--- src/pdms_pkg.sv ---
// Constants, register map and types for the PWM duty motor startup block.
package pdms_pkg;

  ////////////////////////////////////////////////////////////////////////////
  localparam int CLK_PERIOD_NS = 10;
  localparam int COMM_UNIT_NS = 10000;
  localparam int RAMP_UNIT_NS = 1000;
  localparam int SAMPLE_UNIT_NS = 1000;
  localparam int WDOG_TIMEOUT_NS = 100000000;
  localparam logic [23:0] COMM_UNIT_CYC = 24'((COMM_UNIT_NS + CLK_PERIOD_NS - 1) / CLK_PERIOD_NS);
  localparam logic [23:0] RAMP_UNIT_CYC = 24'((RAMP_UNIT_NS + CLK_PERIOD_NS - 1) / CLK_PERIOD_NS);
  localparam int SAMPLE_DIV_CYC = (SAMPLE_UNIT_NS + CLK_PERIOD_NS - 1) / CLK_PERIOD_NS;
  localparam int WDOG_TIMEOUT_CYC = WDOG_TIMEOUT_NS / CLK_PERIOD_NS;

  ////////////////////////////////////////////////////////////////////////////
  localparam logic [7:0] OFF_CTRL = 8'h00;
  localparam logic [7:0] OFF_DUTY_TH = 8'h04;
  localparam logic [7:0] OFF_BEHAV = 8'h08;
  localparam logic [7:0] OFF_STARTUP = 8'h0C;
  localparam logic [7:0] OFF_CUR_LIM = 8'h10;
  localparam logic [7:0] OFF_STATUS = 8'h14;
  localparam logic [7:0] OFF_IRQ_STAT = 8'h18;
  localparam logic [7:0] OFF_IRQ_MASK = 8'h1C;
  localparam logic [7:0] OFF_WDOG = 8'h20;

  localparam int CTRL_RUN_BIT = 0;
  localparam int CTRL_SPEED_FB_BIT = 1;
  localparam int DUTY_LO_LSB = 0;
  localparam int DUTY_HI_LSB = 8;
  localparam int LOW_SEL_LSB = 0;
  localparam int HIGH_SEL_LSB = 4;
  localparam int COMM_PER_LSB = 0;
  localparam int SS_DUR_LSB = 8;
  localparam int STAT_MISSING_BIT = 3;
  localparam int STAT_WDOG_BIT = 4;
  localparam int STAT_IN_DUTY_LSB = 8;
  localparam int STAT_MOT_DUTY_LSB = 16;
  localparam int IRQ_PWM_FAULT = 0;
  localparam int IRQ_WDOG = 1;
  localparam int IRQ_CLOSED = 2;
  localparam int IRQ_REFUSED = 3;
  localparam int IRQ_BITS = 4;

  localparam logic [7:0] RST_DUTY_LO = 8'h00;
  localparam logic [7:0] RST_DUTY_HI = 8'hFF;
  localparam logic [2:0] RST_LOW_SEL = 3'h1;
  localparam logic [2:0] RST_HIGH_SEL = 3'h2;
  localparam logic [7:0] RST_COMM_PER = 8'h20;
  localparam logic [7:0] RST_SS_DUR = 8'h10;
  localparam logic [7:0] RST_CUR_LIM = 8'hFF;

  ////////////////////////////////////////////////////////////////////////////
  localparam logic [2:0] SEL_OFF = 3'h0;
  localparam logic [2:0] SEL_SAFE = 3'h1;
  localparam logic [2:0] SEL_FULL = 3'h2;
  localparam logic [7:0] DUTY_ZERO = 8'h00;
  localparam logic [7:0] DUTY_SAFE = 8'h40;
  localparam logic [7:0] DUTY_FULL = 8'hFF;
  localparam logic [2:0] PHASE_LAST = 3'h5;

  typedef enum logic [2:0] {
    ST_STANDBY = 3'b001,
    ST_STARTUP = 3'b010,
    ST_CLOSED = 3'b100
  } pdms_state_t;

endpackage

--- src/pdms_duty_meter.sv ---
// Measures the duty cycle of the speed-command input and flags a missing signal.
`timescale 1ns/10ps
module pdms_duty_meter #(
  parameter int SAMPLE_DIV = pdms_pkg::SAMPLE_DIV_CYC
) (
  input wire logic i_sys_clk,
  input wire logic i_rst,
  input wire logic i_pwm,
  output logic [7:0] o_duty,
  output logic o_missing,
  output logic o_update
);
  import pdms_pkg::*;

  logic [15:0] div_reg, div_next;
  logic [7:0] smp_reg, smp_next;
  logic [7:0] high_reg, high_next;
  logic edge_reg, edge_next;
  logic prev_reg, prev_next;
  logic [7:0] duty_reg, duty_next;
  logic miss_reg, miss_next;
  logic upd_reg, upd_next;

  ////////////////////////////////////////////////////////////////////////////
  always_comb begin
    div_next = div_reg + 16'h0001;
    smp_next = smp_reg;
    high_next = high_reg;
    edge_next = edge_reg;
    prev_next = prev_reg;
    duty_next = duty_reg;
    miss_next = miss_reg;
    upd_next = 1'b0;
    if (div_reg == 16'(SAMPLE_DIV - 1)) begin
      div_next = 16'h0000;
      prev_next = i_pwm;
      edge_next = edge_reg | (i_pwm != prev_reg);
      high_next = high_reg + {7'h00, i_pwm};
      smp_next = smp_reg + 8'h01;
      if (smp_reg == 8'hFE) begin
        duty_next = high_reg + {7'h00, i_pwm};
        miss_next = ~(edge_reg | (i_pwm != prev_reg));
        upd_next = 1'b1;
        smp_next = 8'h00;
        high_next = 8'h00;
        edge_next = 1'b0;
      end
    end
  end

  always_ff @(posedge i_sys_clk or posedge i_rst) begin
    if (i_rst) begin
      div_reg <= 16'h0000;
      smp_reg <= 8'h00;
      high_reg <= 8'h00;
      edge_reg <= 1'b0;
      prev_reg <= 1'b0;
      duty_reg <= 8'h00;
      miss_reg <= 1'b1;
      upd_reg <= 1'b0;
    end else begin
      div_reg <= div_next;
      smp_reg <= smp_next;
      high_reg <= high_next;
      edge_reg <= edge_next;
      prev_reg <= prev_next;
      duty_reg <= duty_next;
      miss_reg <= miss_next;
      upd_reg <= upd_next;
    end
  end

  assign o_duty = duty_reg;
  assign o_missing = miss_reg;
  assign o_update = upd_reg;

endmodule

--- src/pdms_motor_ctrl.sv ---
// Duty translation, soft-start and run control of the motor drive with an APB register file.
//
// Added by the designer: the APB slave port and the placing of the registers.
`timescale 1ns/10ps
// Summary of operation
// - No input pulses raises the input fault flag; low select chooses behaviour, e.g. 25%.
// - Watchdog not serviced within its interval reports a timeout error.
// - Input duty below lower threshold applies the low-input behaviour select.
// - Input duty between thresholds maps linearly onto zero to full drive.
// - Input duty above upper threshold applies the high-input behaviour select.
// - Start commutates open-loop; closed loop only after back-EMF is valid.
// - Startup period sets open-loop commutation rate; soft-start duration sets ramp time.
// - During soft start the current limit ramps from zero to the configured limit.
// - Some settings accept writes while running; others only in standby.
module pdms_motor_ctrl #(
  parameter int WDOG_CYC = pdms_pkg::WDOG_TIMEOUT_CYC,
  parameter int SAMPLE_DIV = pdms_pkg::SAMPLE_DIV_CYC
) (
  input wire logic i_sys_clk,
  input wire logic i_rst,
  input wire logic i_psel,
  input wire logic i_penable,
  input wire logic i_pwrite,
  input wire logic [7:0] i_paddr,
  input wire logic [31:0] i_pwdata,
  output logic [31:0] o_prdata,
  output logic o_pready,
  output logic o_pslverr,
  input wire logic i_pwm,
  input wire logic i_bemf_valid,
  input wire logic i_bemf_zero_cross,
  output logic o_drive_en,
  output logic [7:0] o_motor_duty,
  output logic [7:0] o_current_limit,
  output logic [2:0] o_phase_step,
  output logic o_commutate,
  output logic [2:0] o_operating_state_indicator,
  output logic o_irq
);
  import pdms_pkg::*;

  function automatic logic [7:0] behaviour_duty(input logic [2:0] sel);
    case (sel)
      SEL_SAFE: behaviour_duty = DUTY_SAFE;
      SEL_FULL: behaviour_duty = DUTY_FULL;
      default: behaviour_duty = DUTY_ZERO;
    endcase
  endfunction

  function automatic logic [23:0] to_cycles(input logic [7:0] val, input logic [23:0] unit);
    to_cycles = 24'(val * unit);
  endfunction

  logic [7:0] in_duty;
  logic in_missing;
  logic in_update;
  pdms_duty_meter #(.SAMPLE_DIV(SAMPLE_DIV)) u_meter (
    .i_sys_clk(i_sys_clk),
    .i_rst(i_rst),
    .i_pwm(i_pwm),
    .o_duty(in_duty),
    .o_missing(in_missing),
    .o_update(in_update)
  );

  ////////////////////////////////////////////////////////////////////////////
  logic run_reg, run_next;
  logic speed_feedback_enable_reg, speed_feedback_enable_next;
  logic [7:0] duty_lo_reg, duty_lo_next, duty_hi_reg, duty_hi_next;
  logic [2:0] low_input_behaviour_select_reg, low_input_behaviour_select_next;
  logic [2:0] high_input_behaviour_select_reg, high_input_behaviour_select_next;
  logic [7:0] startup_commutation_period_reg, startup_commutation_period_next;
  logic [7:0] soft_start_duration_reg, soft_start_duration_next;
  logic [7:0] cur_lim_reg, cur_lim_next;
  logic [IRQ_BITS-1:0] irq_stat_reg, irq_stat_next, irq_mask_reg, irq_mask_next;
  logic [31:0] prdata_reg, prdata_next;
  logic [31:0] wdog_cnt_reg, wdog_cnt_next;
  logic wdog_flag_reg, wdog_flag_next;
  logic setup, access, wr, rd_stat, mapped, locked, refused, wdog_hit, wdog_srv;
  logic [IRQ_BITS-1:0] events;
  logic [31:0] rdata;
  pdms_state_t state_reg, state_next;

  assign setup = i_psel & ~i_penable;
  assign access = i_psel & i_penable;
  assign wr = access & i_pwrite;
  assign mapped = (i_paddr <= OFF_WDOG) && (i_paddr[1:0] == 2'b00);
  assign locked = (i_paddr == OFF_DUTY_TH) || (i_paddr == OFF_BEHAV) || (i_paddr == OFF_STARTUP);
  assign refused = wr & mapped & locked & (state_reg != ST_STANDBY);
  assign rd_stat = access & ~i_pwrite & (i_paddr == OFF_IRQ_STAT);
  assign wdog_srv = wr & (i_paddr == OFF_WDOG);
  assign wdog_hit = ~wdog_srv & (wdog_cnt_reg == 32'(WDOG_CYC - 1));
  assign o_pready = 1'b1;
  assign o_pslverr = access & (~mapped | refused);
  assign o_prdata = prdata_reg;
  assign o_irq = |(irq_stat_reg & irq_mask_reg);

  always_comb begin
    rdata = 32'h0000_0000;
    case (i_paddr)
      OFF_CTRL: rdata = {30'h0, speed_feedback_enable_reg, run_reg};
      OFF_DUTY_TH: rdata = {16'h0, duty_hi_reg, duty_lo_reg};
      OFF_BEHAV: rdata = {25'h0, high_input_behaviour_select_reg, 1'b0, low_input_behaviour_select_reg};
      OFF_STARTUP: rdata = {16'h0, soft_start_duration_reg, startup_commutation_period_reg};
      OFF_CUR_LIM: rdata = {24'h0, cur_lim_reg};
      OFF_STATUS: rdata = {8'h0, o_motor_duty, in_duty, 3'h0, wdog_flag_reg, in_missing, state_reg};
      OFF_IRQ_STAT: rdata = {28'h0, irq_stat_reg};
      OFF_IRQ_MASK: rdata = {28'h0, irq_mask_reg};
      default: rdata = 32'h0000_0000;
    endcase
  end

  always_comb begin
    run_next = run_reg;
    speed_feedback_enable_next = speed_feedback_enable_reg;
    duty_lo_next = duty_lo_reg;
    duty_hi_next = duty_hi_reg;
    low_input_behaviour_select_next = low_input_behaviour_select_reg;
    high_input_behaviour_select_next = high_input_behaviour_select_reg;
    startup_commutation_period_next = startup_commutation_period_reg;
    soft_start_duration_next = soft_start_duration_reg;
    cur_lim_next = cur_lim_reg;
    irq_mask_next = irq_mask_reg;
    prdata_next = setup ? rdata : prdata_reg;
    wdog_cnt_next = (wdog_srv | wdog_hit) ? 32'h0 : wdog_cnt_reg + 32'h1;
    wdog_flag_next = wdog_srv ? 1'b0 : (wdog_flag_reg | wdog_hit);
    events = '0;
    events[IRQ_PWM_FAULT] = in_update & in_missing;
    events[IRQ_WDOG] = wdog_hit;
    events[IRQ_CLOSED] = (state_reg == ST_STARTUP) && (state_next == ST_CLOSED);
    events[IRQ_REFUSED] = refused;
    irq_stat_next = irq_stat_reg;
    if (rd_stat) begin
      irq_stat_next = irq_stat_reg & ~prdata_reg[IRQ_BITS-1:0];
    end
    irq_stat_next = irq_stat_next | events;
    if (wr && mapped && !refused) begin
      case (i_paddr)
        OFF_CTRL: begin
          run_next = i_pwdata[CTRL_RUN_BIT];
          speed_feedback_enable_next = i_pwdata[CTRL_SPEED_FB_BIT];
        end
        OFF_DUTY_TH: begin
          duty_lo_next = i_pwdata[DUTY_LO_LSB +: 8];
          duty_hi_next = i_pwdata[DUTY_HI_LSB +: 8];
        end
        OFF_BEHAV: begin
          low_input_behaviour_select_next = i_pwdata[LOW_SEL_LSB +: 3];
          high_input_behaviour_select_next = i_pwdata[HIGH_SEL_LSB +: 3];
        end
        OFF_STARTUP: begin
          startup_commutation_period_next = i_pwdata[COMM_PER_LSB +: 8];
          soft_start_duration_next = i_pwdata[SS_DUR_LSB +: 8];
        end
        OFF_CUR_LIM: cur_lim_next = i_pwdata[7:0];
        OFF_IRQ_MASK: irq_mask_next = i_pwdata[IRQ_BITS-1:0];
        default: cur_lim_next = cur_lim_reg;
      endcase
    end
  end

  always_ff @(posedge i_sys_clk or posedge i_rst) begin
    if (i_rst) begin
      run_reg <= 1'b0;
      speed_feedback_enable_reg <= 1'b0;
      duty_lo_reg <= RST_DUTY_LO;
      duty_hi_reg <= RST_DUTY_HI;
      low_input_behaviour_select_reg <= RST_LOW_SEL;
      high_input_behaviour_select_reg <= RST_HIGH_SEL;
      startup_commutation_period_reg <= RST_COMM_PER;
      soft_start_duration_reg <= RST_SS_DUR;
      cur_lim_reg <= RST_CUR_LIM;
      irq_stat_reg <= '0;
      irq_mask_reg <= '0;
      prdata_reg <= 32'h0000_0000;
      wdog_cnt_reg <= 32'h0;
      wdog_flag_reg <= 1'b0;
    end else begin
      run_reg <= run_next;
      speed_feedback_enable_reg <= speed_feedback_enable_next;
      duty_lo_reg <= duty_lo_next;
      duty_hi_reg <= duty_hi_next;
      low_input_behaviour_select_reg <= low_input_behaviour_select_next;
      high_input_behaviour_select_reg <= high_input_behaviour_select_next;
      startup_commutation_period_reg <= startup_commutation_period_next;
      soft_start_duration_reg <= soft_start_duration_next;
      cur_lim_reg <= cur_lim_next;
      irq_stat_reg <= irq_stat_next;
      irq_mask_reg <= irq_mask_next;
      prdata_reg <= prdata_next;
      wdog_cnt_reg <= wdog_cnt_next;
      wdog_flag_reg <= wdog_flag_next;
    end
  end

  ////////////////////////////////////////////////////////////////////////////
  logic [23:0] comm_cnt_reg, comm_cnt_next, ramp_cnt_reg, ramp_cnt_next;
  logic [7:0] ramp_reg, ramp_next, duty_reg, duty_next, req_duty;
  logic [2:0] phase_reg, phase_next;
  logic comm_reg, comm_next, comm_due, ramp_done, step;
  logic [15:0] span;

  assign comm_due = comm_cnt_reg + 24'h1 >= to_cycles(startup_commutation_period_reg, COMM_UNIT_CYC);
  assign ramp_done = ramp_reg >= cur_lim_reg;
  assign span = (duty_hi_reg > duty_lo_reg) ? {8'h0, duty_hi_reg - duty_lo_reg} : 16'h1;

  always_comb begin
    if (in_missing) begin
      req_duty = behaviour_duty(low_input_behaviour_select_reg);
    end else if (in_duty < duty_lo_reg) begin
      req_duty = behaviour_duty(low_input_behaviour_select_reg);
    end else if (in_duty > duty_hi_reg) begin
      req_duty = behaviour_duty(high_input_behaviour_select_reg);
    end else if (duty_hi_reg == duty_lo_reg) begin
      req_duty = DUTY_FULL;
    end else begin
      req_duty = 8'((16'(in_duty - duty_lo_reg) * 16'(DUTY_FULL)) / span);
    end
  end

  always_comb begin
    state_next = state_reg;
    comm_cnt_next = comm_cnt_reg + 24'h1;
    ramp_cnt_next = ramp_cnt_reg + 24'h1;
    ramp_next = ramp_reg;
    step = 1'b0;
    case (state_reg)
      ST_STANDBY: begin
        comm_cnt_next = 24'h0;
        ramp_cnt_next = 24'h0;
        ramp_next = 8'h00;
        if (run_reg) begin
          state_next = ST_STARTUP;
        end
      end
      ST_STARTUP: begin
        if (comm_due) begin
          comm_cnt_next = 24'h0;
          step = 1'b1;
        end
        if (ramp_done) begin
          ramp_next = cur_lim_reg;
          ramp_cnt_next = 24'h0;
        end else if (ramp_cnt_reg + 24'h1 >= to_cycles(soft_start_duration_reg, RAMP_UNIT_CYC)) begin
          ramp_cnt_next = 24'h0;
          ramp_next = ramp_reg + 8'h01;
        end
        if (!run_reg) begin
          state_next = ST_STANDBY;
        end else if (ramp_done && i_bemf_valid) begin
          state_next = ST_CLOSED;
        end
      end
      ST_CLOSED: begin
        comm_cnt_next = 24'h0;
        ramp_cnt_next = 24'h0;
        ramp_next = cur_lim_reg;
        step = i_bemf_zero_cross;
        if (!run_reg) begin
          state_next = ST_STANDBY;
        end else if (!i_bemf_valid) begin
          state_next = ST_STARTUP;
          ramp_next = 8'h00;
        end
      end
      default: state_next = ST_STANDBY;
    endcase
    phase_next = step ? ((phase_reg == PHASE_LAST) ? 3'h0 : phase_reg + 3'h1) : phase_reg;
    comm_next = step;
    duty_next = (state_reg == ST_STANDBY) ? DUTY_ZERO : req_duty;
  end

  always_ff @(posedge i_sys_clk or posedge i_rst) begin
    if (i_rst) begin
      state_reg <= ST_STANDBY;
      comm_cnt_reg <= 24'h0;
      ramp_cnt_reg <= 24'h0;
      ramp_reg <= 8'h00;
      duty_reg <= DUTY_ZERO;
      phase_reg <= 3'h0;
      comm_reg <= 1'b0;
    end else begin
      state_reg <= state_next;
      comm_cnt_reg <= comm_cnt_next;
      ramp_cnt_reg <= ramp_cnt_next;
      ramp_reg <= ramp_next;
      duty_reg <= duty_next;
      phase_reg <= phase_next;
      comm_reg <= comm_next;
    end
  end

  assign o_drive_en = (state_reg != ST_STANDBY);
  assign o_motor_duty = duty_reg;
  assign o_current_limit = ramp_reg;
  assign o_phase_step = phase_reg;
  assign o_commutate = comm_reg;
  assign o_operating_state_indicator = state_reg;
endmodule

--- config.mk ---
export PLATFORM = sky130hd
export DESIGN_NAME = pdms_motor_ctrl
export DESIGN_NICKNAME = d
export VERILOG_FILES = /design/src/pdms_pkg.sv /design/src/pdms_duty_meter.sv /design/src/pdms_motor_ctrl.sv
export SDC_FILE = /design/constraint.sdc
export NUM_CORES = 1
export LEC_CHECK = 0
export ABC_AREA = 0
export BUFFER_PORTS_ARGS = -buffer_cell sky130_fd_sc_hd__buf_4
export CAP_MARGIN = 20
export CORE_AREA = 5 5 216 218
export CTS_BUF_LIST = sky130_fd_sc_hd__clkbuf_2
export DETAILED_ROUTE_END_ITERATION = 10
export DIE_AREA = 0 0 221 223
export GPL_TIMING_DRIVEN = 0
export PLACE_DENSITY = 0.66
export SYNTH_ARGS = -nofsm -noshare
export SYNTH_HDL_FRONTEND = slang
export SYNTH_SLANG_ARGS = --single-unit
--- constraint.sdc ---
create_clock -name i_sys_clk -period 32 [get_ports i_sys_clk]
set_clock_uncertainty 0.15 [all_clocks]
set_input_delay 6.4 -clock i_sys_clk [delete_from_list [all_inputs] [get_ports i_sys_clk]]
set_output_delay 6.4 -clock i_sys_clk [all_outputs]
set_load 0.05 [all_outputs]
Yosys cells after proc, flatten, opt, wreduce, memory -nomap -nowiden
Index checks and enable logic that the tools add are counted.
- output and inout port bits: 59
- bits of input ports: 48
- logic and storage cells: 157
- memory bits (read-only): 0
- register bits after elaboration: 236
- latch bits: 0
- RAM bits: 0
- memories: 0
- shifts and indexed selects: 0
- div/mod/pow operators: 1
- $add $sub $neg: 10
- muxes and demuxes: 37
- order comparisons: 7
- multipliers: 3
- reductions and logical operators: 21
- bitwise logic cells: 25
- eq/ne operators: 24
- operator list (kind ; count):
    $pmux 24 s8 ; 1
    $mux 8 ; 12
    $pmux 24 s2 ; 2
    $mux 24 ; 3
    $add 24x1->24 const B ; 2
    $add 32x1->32 const B ; 1
    $eq 32x24->1 const B ; 1
    $eq 8x5->1 const B ; 4
    $mux 32 ; 1
    $pmux 8 s2 ; 2
    $ge 24x15->1 ; 1
    $ge 24x18->1 ; 1
    $pmux 8 s3 ; 1
    $mux 3 ; 6
    $add 16x1->16 const B ; 1
    $add 8x1->8 const B ; 2
    $div 16x16->16 ; 1
    $eq 16x7->1 const B ; 1
    $eq 8x4->1 const B ; 2
    $gt 8x8->1 ; 2
    $mul 9x9->16 const B ; 1
    $mux 16 ; 1
    $reduce_and 2->1 ; 8
    $mul 8x7->15 const B ; 1
    36 further kinds ; 70

Depth between registers and ports, before layout
Gate-level depths: netlist of the first run.
- word-level depth: 8
- depth in mapped cells: 188
- mapped depth without buffers: 184

Cells and area by module
From an unflattened synthesis of the first run, not the netlist that was laid out.
- cells, all modules: 2472
- area, all modules: 21648.3 um2
- modules (own cells, without submodules) (module ; seq. area each (um2) ; instances ; area each (um2) ; cells each):
    pdms_motor_ctrl ; 4630.7 ; 1 ; 19532.5 ; 2273
    pdms_duty_meter ; 1102.3 ; 1 ; 2115.8 ; 199

Least setup slack after synthesis of the first run
OpenSTA, ideal clock, no wires.
- path type: register -> register
- from: register u_meter.duty_reg[0] (netlist: u_meter.o_duty[0])
- to: register duty_reg[0] (netlist: o_motor_duty[0])
- library setup time: 0.134 ns
- data required time: 31.716 ns
- path slack: -2.784 ns
- clock period less this slack: 34.784 ns
- path buffers: 3
- arrival: 34.500 ns
- cell stages (with the launch flop): 175
- cell sequence: dfrtp_1 > inv_1 > ha_1 > inv_1 > fa_1 > a21o_1 > a21oi_1 > o21bai_1 > a21oi_1 > o21bai_1 > a21oi_1 > inv_1 > fa_1 > fa_1 > inv_1 > fa_1 > inv_1 > fa_1 > [... 139 more ...] > and4b_1 > o211ai_1 > o32ai_2 > nand4_4 > nor2_1 > a21oi_1 > ha_1 > a21o_1 > a21oi_1 > nor2b_1 > o21ai_0 > nand2b_1 > a21oi_1 > nor2b_1 > o21ai_0 > nand3_1 > a221oi_1 > a31oi_1
- longest elaborated chain between the ends: 8
- elaborated cells between the ends (all ways): 10
- those cells by class: add/sub (1); mul (1); div (1); order compare (2); mux (5)
- RTL lines (element ; line ; RTL):
    start: declaration ; pdms_duty_meter.sv:20 ; logic [7:0] duty_reg, duty_next;
    start signal: assignment ; pdms_duty_meter.sv:67 ; duty_reg <= duty_next;
    $sub 8x8->9 ; pdms_motor_ctrl.sv:217 ; req_duty = 8'((16'(in_duty - duty_lo_reg) * 16'(DUTY_FULL)) / span);
    $mul 9x9->16 ; pdms_motor_ctrl.sv:217 ;
    $div 16x16->16 ; pdms_motor_ctrl.sv:217 ;
    $mux 8 ; pdms_motor_ctrl.sv:214 ; end else if (duty_hi_reg == duty_lo_reg) begin
    $mux 8 ; pdms_motor_ctrl.sv:212 ; end else if (in_duty > duty_hi_reg) begin
    $mux 8 (*) ; pdms_motor_ctrl.sv:210 ; end else if (in_duty < duty_lo_reg) begin
    $mux 8 (*) ; pdms_motor_ctrl.sv:208 ; if (in_missing) begin
    $mux 8 (*) ; pdms_motor_ctrl.sv:270 ; duty_next = (state_reg == ST_STANDBY) ? DUTY_ZERO : req_duty;
    via duty_next[0] ; pdms_motor_ctrl.sv:198 ; logic [7:0] ramp_reg, ramp_next, duty_reg, duty_next, req_duty;
    end signal: assignment ; pdms_motor_ctrl.sv:287 ; duty_reg <= duty_next;
    end: declaration ; pdms_motor_ctrl.sv:198 ;
The timed path passes the listed nets; every way through them passes the cells marked *.
A chain may end at the register's enable or synchronous reset.

Final worst setup path of the first run
Ends and elaborated chain as after synthesis.

==> results of run 1 <==
## cell families after synthesis
kind of cell / count (synthesis) / synth area share
simple gates: 838 / 0.190
compound gates: 627 / 0.194
fa+ha+maj: 329 / 0.210
buf+inv: 273 / 0.0495
flops: 228 / 0.262
xor+xnor: 168 / 0.0679
mux: 53 / 0.0273
other cells: 2 / 0.000343
## what timing repair did
item | in CTS | in global routing
buffers inserted | 181 | 67
cloned | 0 | 0
pin swaps | 164 | 155
gates resized for setup | 156 | 64
setup endpoints to repair | 3 | 2
## critical path, delay by kind of cell (launching register included)
kind	cells	cell delay, ns
multiplexers	2	0.61
AND/OR/NAND/NOR	46	6.78
buffers and inverters	15	1.71
flip-flops	1	0.41
XOR/XNOR	3	0.54
AO/OA/AOI/OAI	91	15.81
adder cells (fa/ha/maj)	23	6.73
## cell type report
| class | instances | share of cell area |
|---|---|---|
| clock inverter | 28 | 0.00641 |
| buffer | 65 | 0.0117 |
| tap | 600 | 0.0273 |
| antenna | 1 | 0.0000910 |
| clock buffer | 81 | 0.0147 |
| inverter | 206 | 0.0285 |
| sequential | 228 | 0.208 |
| multi-input combinational | 2024 | 0.608 |
| timing repair buffer | 331 | 0.0946 |
## placed cells by master (no fill, tap or decap), types with 11 or more instances in the layout
master    netlist  final
a22o_1         13     13
mux2_2         45     38
clkinv_1        1     18
fa_1           63     58
inv_1         205    190
a31oi_1        21     15
ha_4            0     41
o21a_1         53     52
nand2_1       234    221
a21oi_2         3     19
a222oi_1       11     11
clkbuf_1       48     44
dfrtp_1       206    204
xor2_1         63     61
buf_4          11    324
xnor2_1       104     97
clkbuf_2        1     82
a21oi_4         1     18
nor3_1         66     61
ha_1          265    224
a22oi_1        16     16
o211ai_1       14     14
o31ai_1        27     24
nand2b_1       35     35
nor2b_1        53     52
nand3_1        72     70
nand4_1        26     26
o21ai_0       171    152
and3_1         38     35
nor2_1        198    180
and2_1         25     24
a21o_1         44     43
dfstp_2        22     22
inv_2           0     13
or3_1          18     17
buf_6           1     16
a21oi_1       128     95
nor4_1         12     12
a211oi_1       12     11
## metrics by stage
step                TNS (ns)   util
floorplan             -0.130      -
global placement       -6.74  0.532
detailed placement     -8.42  0.534
CTS                   -0.427  0.596
global route           -3.40  0.615
finish                -0.939  0.615
## layer usage
layer / global-route usage / share of wire
met5: 0 / 0
met1: 0.324 / 0.44
met4: 0.0774 / 0.031
met3: 0.0351 / 0.051
met2: 0.421 / 0.48
## how the worst max path moves through the flow
stage / start / cells past startpoint / endpoint / slack [ns]
floorplan: u_meter.o_duty[0] / 182 / o_motor_duty[0] / -0.13
global placement: duty_lo_reg[1] / 174 / o_motor_duty[0] / -4.15
detailed placement: duty_lo_reg[1] / 173 / o_motor_duty[0] / -4.75
CTS: u_meter.o_duty[0] / 179 / o_motor_duty[0] / -0.43
global route: u_meter.o_duty[0] / 184 / o_motor_duty[0] / -2.37
finish: u_meter.o_duty[0] / 180 / o_motor_duty[0] / -0.94
==> results.cfg, run 1 <==
[logic_synthesis]
synth_top_area_cell = dfrtp_1
syn-cell-area_mm2 = 0.0219
ys.warnings.count = 0
synth_ff_type = dfrtp_1
yosys-top-cells-count = ha_1 (265), nand2_1 (234), dfrtp_1 (206), inv_1 (205), nor2_1 (198)
synth_most_common_cell = ha_1
synth_area_per_cell_um2 = 8.68
syn-instance-count = 2518
ys_async_sr_fraction = 1.00
synth-seq-cells = 228
synth_area_leaders = dfrtp_1 (24%), ha_1 (15%), fa_1 (5.8%)
yosysSeqAreaShare = 0.262
synth_edf_count = 0
yosysTopAreaCellShare = 0.236
synth.distinct_cells = 112

[routing]
viasPerCell = 5.75
vias = 20500
ant_nets = 0
wl_um = 63900
drc = 0
wire_per_inst_um = 17.9
firstDrtPassIters = 5
drtIter0Drc = 1438

[clocking]
clk_path_buf_depth = 3
cts_tree = built
cts.htree.levels = 2
path_clk_slew_ns = 0.11
clock-root-buffer = clkbuf_2
cts_made_buffers = 58
cts-hold-fix-buffers = 0
worstSkewPairLatency_ns = 0.93
cts_sinks = 228

[global_route]
grt_usage = 0.246
grt_max_degree = 124
grt_pass1_wl_um = 102000
grt_overflow = 0
antenna_found_initial = 1
first_global_vias = 20400

[sta]
max-slew-margin-rel = 0.300
hold_violations = 0
fin_crit_sh = 1.03
tightest_slew_ns = 1.04
hold-worst-slack_ns = 0.296
setup_viol = 1
rsz0062_at_grt = true
period_minus_slack_ns = 32.94
maxSlewViolCount = 0
setup_ws_ns = -0.939
fmax_ghz = 0.0304

[floorplanning]
start_util = 0.489
die_w_um = 221
rows = 78
core_area_mm2 = 0.0447
io-pin-count = 107
die_area_mm2 = 0.0493
die_y_um = 223

[critical_path]
timing.rr.end = o_motor_duty[0]
crit_slowest_cell = fa_1
crit_fanout = 8
crit_type = reg2reg
ff2ff_path_depth = 180
crit_arrival_ns = 33.58
end_kind = flip-flop
rr_startpoint = u_meter.o_duty[0]
critPathMostFrequentCell = o21a_1
critPathMaxStageDelay_ns = 0.55
ff2ff_setup_slack_ns = -0.94
startpoint_type = flip-flop
cp_data_required_time_ns = 32.64

[worst_hold_path]
min_path_cells = 1
hold_class = reg2reg
holdCritStartpoint = u_meter.edge_reg
worstHoldEndpoint = u_meter.o_missing

[final_layout]
regArea_mm2 = 0.00574
largest_reg_flops = 32
nFillCells = 3912
multiInputGateArea_mm2 = 0.0167
stdcell_area_mm2 = 0.0275
final_net_count = 3290
area_growth_pct = 25.8
drive_above_1_share = 0.255
stdcell_count = 3564

[outcome]
run_status = finished with violations
violations = negative setup slack

[placement]
gp_congestion = 0.895
io_buffers = 81
placedInstanceArea_mm2 = 0.0239
dp_slack_ns = -4.75
dp_hpwl_um = 45900
dp.cells = 3208

[run]
cap_violations = 0
Power of run 1 is not shown: default switching activity piles up to over one toggle a cycle in this logic, so the estimate is an artifact.
==> inputs of run 2 (changes only) <==
--- a/config.mk
+++ b/config.mk
@@ -8,12 +8,13 @@
 export ABC_AREA = 0
 export BUFFER_PORTS_ARGS = -buffer_cell sky130_fd_sc_hd__buf_4
 export CAP_MARGIN = 20
-export CORE_AREA = 5 5 216 218
+export CORE_AREA = 2 2 203 205
 export CTS_BUF_LIST = sky130_fd_sc_hd__clkbuf_2
 export DETAILED_ROUTE_END_ITERATION = 10
-export DIE_AREA = 0 0 221 223
+export DIE_AREA = 0 0 205 207
+export GPL_ROUTABILITY_DRIVEN = 0
 export GPL_TIMING_DRIVEN = 0
-export PLACE_DENSITY = 0.66
+export PLACE_DENSITY = 0.72
 export SYNTH_ARGS = -nofsm -noshare
 export SYNTH_HDL_FRONTEND = slang
 export SYNTH_SLANG_ARGS = --single-unit
==> run 2 against run 1 <==
  * The run still ends with negative setup slack left
  * Cell area is 0.73% lower
  * Flip-flop and latch count stayed put
  * Global-route usage is 3.8 points higher
  * First-iteration DRC count is 26% higher
  * Non-clock buffer count is 2 higher
  * Critical path depth is 4 lower
  * Hold slack better by 0.013 ns
  * Worst setup slack worse by 0.42 ns
  * Via count is 1.6% higher
  * Fmax is 1.3% lower
  * Sequential share of layout area is 0.15 points higher
  * Final cell count is 1.9% lower
==> results.cfg, run 2 (synthesis results as in run 1) <==
[critical_path]
crit_type = reg2reg
crit_fanout = 7
worstSetupStartpoint = u_meter.o_duty[0]
timing.rr.end = o_motor_duty[0]
crit_arrival_ns = 34.03
end_kind = flip-flop
critPathMostFrequentCell = o21a_1
ff2ff_setup_slack_ns = -1.36
critPathMaxStageDelay_ns = 0.57
cp_data_required_time_ns = 32.66
rr_startpoint = u_meter.o_duty[0]
crit_slowest_cell = fa_2
ff2ff_path_depth = 176
startpoint_type = flip-flop

[final_layout]
multiInputGateArea_mm2 = 0.0166
largest_reg_flops = 32
final_net_count = 3292
nFillCells = 3142
area_growth_pct = 24.9
drive_above_1_share = 0.253
layout_commonest_cell = buf_4
layout_common_cells = buf_4 (331), ha_1 (231), nand2_1 (218)
regArea_mm2 = 0.00574

[sta]
fin_crit_sh = 1.04
period_minus_slack_ns = 33.36
hold-worst-slack_ns = 0.309
fmax_ghz = 0.0300
rsz0062_at_grt = true
setup_viol = 1
tightest_slew_ns = 1.06
setup_ws_ns = -1.36
maxSlewViolCount = 0
hold_violations = 0
max-slew-margin-rel = 0.288

[floorplanning]
rows = 74
io-pin-count = 107
core_area_mm2 = 0.0404
die_area_mm2 = 0.0424
die_w_um = 205
die_y_um = 207
start_util = 0.542

[clocking]
cts.htree.levels = 2
path_clk_slew_ns = 0.12
clock-root-buffer = clkbuf_2
worstSkewPairLatency_ns = 0.94
clk_path_buf_depth = 3
cts_sinks = 228
cts_made_buffers = 58
cts_tree = built

[global_route]
grt_overflow = 0
grt_use_met2 = 0.466
grt_max_degree = 128
grt_usage = 0.284
first_global_vias = 20200
grt.busiest_layer = met2
grt_pass1_wl_um = 99200
grt_use_met1 = 0.376
use_met3 = 0.0453
antenna_found_initial = 2

[placement]
dp_hpwl_um = 43900
io_buffers = 81

[outcome]
violations = negative setup slack
run_status = finished with violations

[routing]
drc = 0
firstDrtPassIters = 6
drtIter0Drc = 1814
viasPerCell = 5.95
wire_per_inst_um = 18.0
wl_um = 62800
vias = 20800
ant_nets = 0

[worst_hold_path]
worstHoldEndpoint = u_meter.o_missing
hold_class = reg2reg
min_path_cells = 1
holdCritStartpoint = u_meter.edge_reg

[run]
cap_violations = 0
## run 2: cell type report
cell class	count	share of cell area
Multi-Input combinational cell	2024	0.608
Sequential cell	228	0.210
Timing Repair Buffer	334	0.0957
Inverter	206	0.0288
Tap cell	532	0.0244
Clock buffer	83	0.0152
Buffer	64	0.0113
Clock inverter	23	0.00655
Antenna cell	2	0.000183
## run 2: metal layers
layer	wire (um)	vias to the layer above	share of wire
li1	-	9793	-
met1	26600	9988	0.42
met2	29700	812	0.47
met3	4160	215	0.066
met4	2300	0	0.037
met5	0	-	0
## run 2: critical path, delay by kind of cell, from the launching register on
| kind | cells | cell delay [ns] |
|---|---|---|
| AO/OA/AOI/OAI | 94 | 16.69 |
| XOR/XNOR | 2 | 0.42 |
| adder cells (fa/ha/maj) | 22 | 6.90 |
| buffers and inverters | 14 | 1.34 |
| flip-flops | 1 | 0.40 |
| multiplexers | 2 | 0.61 |
| AND/OR/NAND/NOR | 42 | 6.66 |
## run 2: stage by stage
| step | cell area, um^2 | setup TNS (ns) | std cells | utilization | worst slack [ns] |
|---|---|---|---|---|---|
| final | 27300 | -1.36 | 3496 | 0.676 | -1.36 |
| after global placement | 23700 | -6.47 | 3138 | 0.587 | -4.01 |
| after CTS | 26600 | -0.290 | 3440 | 0.659 | -0.290 |
| after global routing | 27300 | -3.74 | 3496 | 0.676 | -2.58 |
| after detailed placement | 23700 | -8.30 | 3139 | 0.588 | -4.70 |
| after floorplan | 22400 | -0.130 | 2525 | - | -0.130 |
## run 2: what timing repair did
item	CTS	global route
pin swaps	167	138
setup endpoints to repair	3	2
buffers inserted	198	54
hold buffers	0	0
gates resized for setup	149	45
cloned	0	0
## run 2: how the worst max path moves through the flow
stage | end | slack (ns) | depth (start not counted)
after detailed placement | o_motor_duty[0] | -4.70 | 176
after global routing | o_motor_duty[0] | -2.58 | 179
after CTS | o_motor_duty[0] | -0.29 | 178
final | o_motor_duty[0] | -1.36 | 176
after global placement | o_motor_duty[0] | -4.01 | 174
after floorplan | o_motor_duty[0] | -0.13 | 182
Power of run 2 is left out for the same reason.
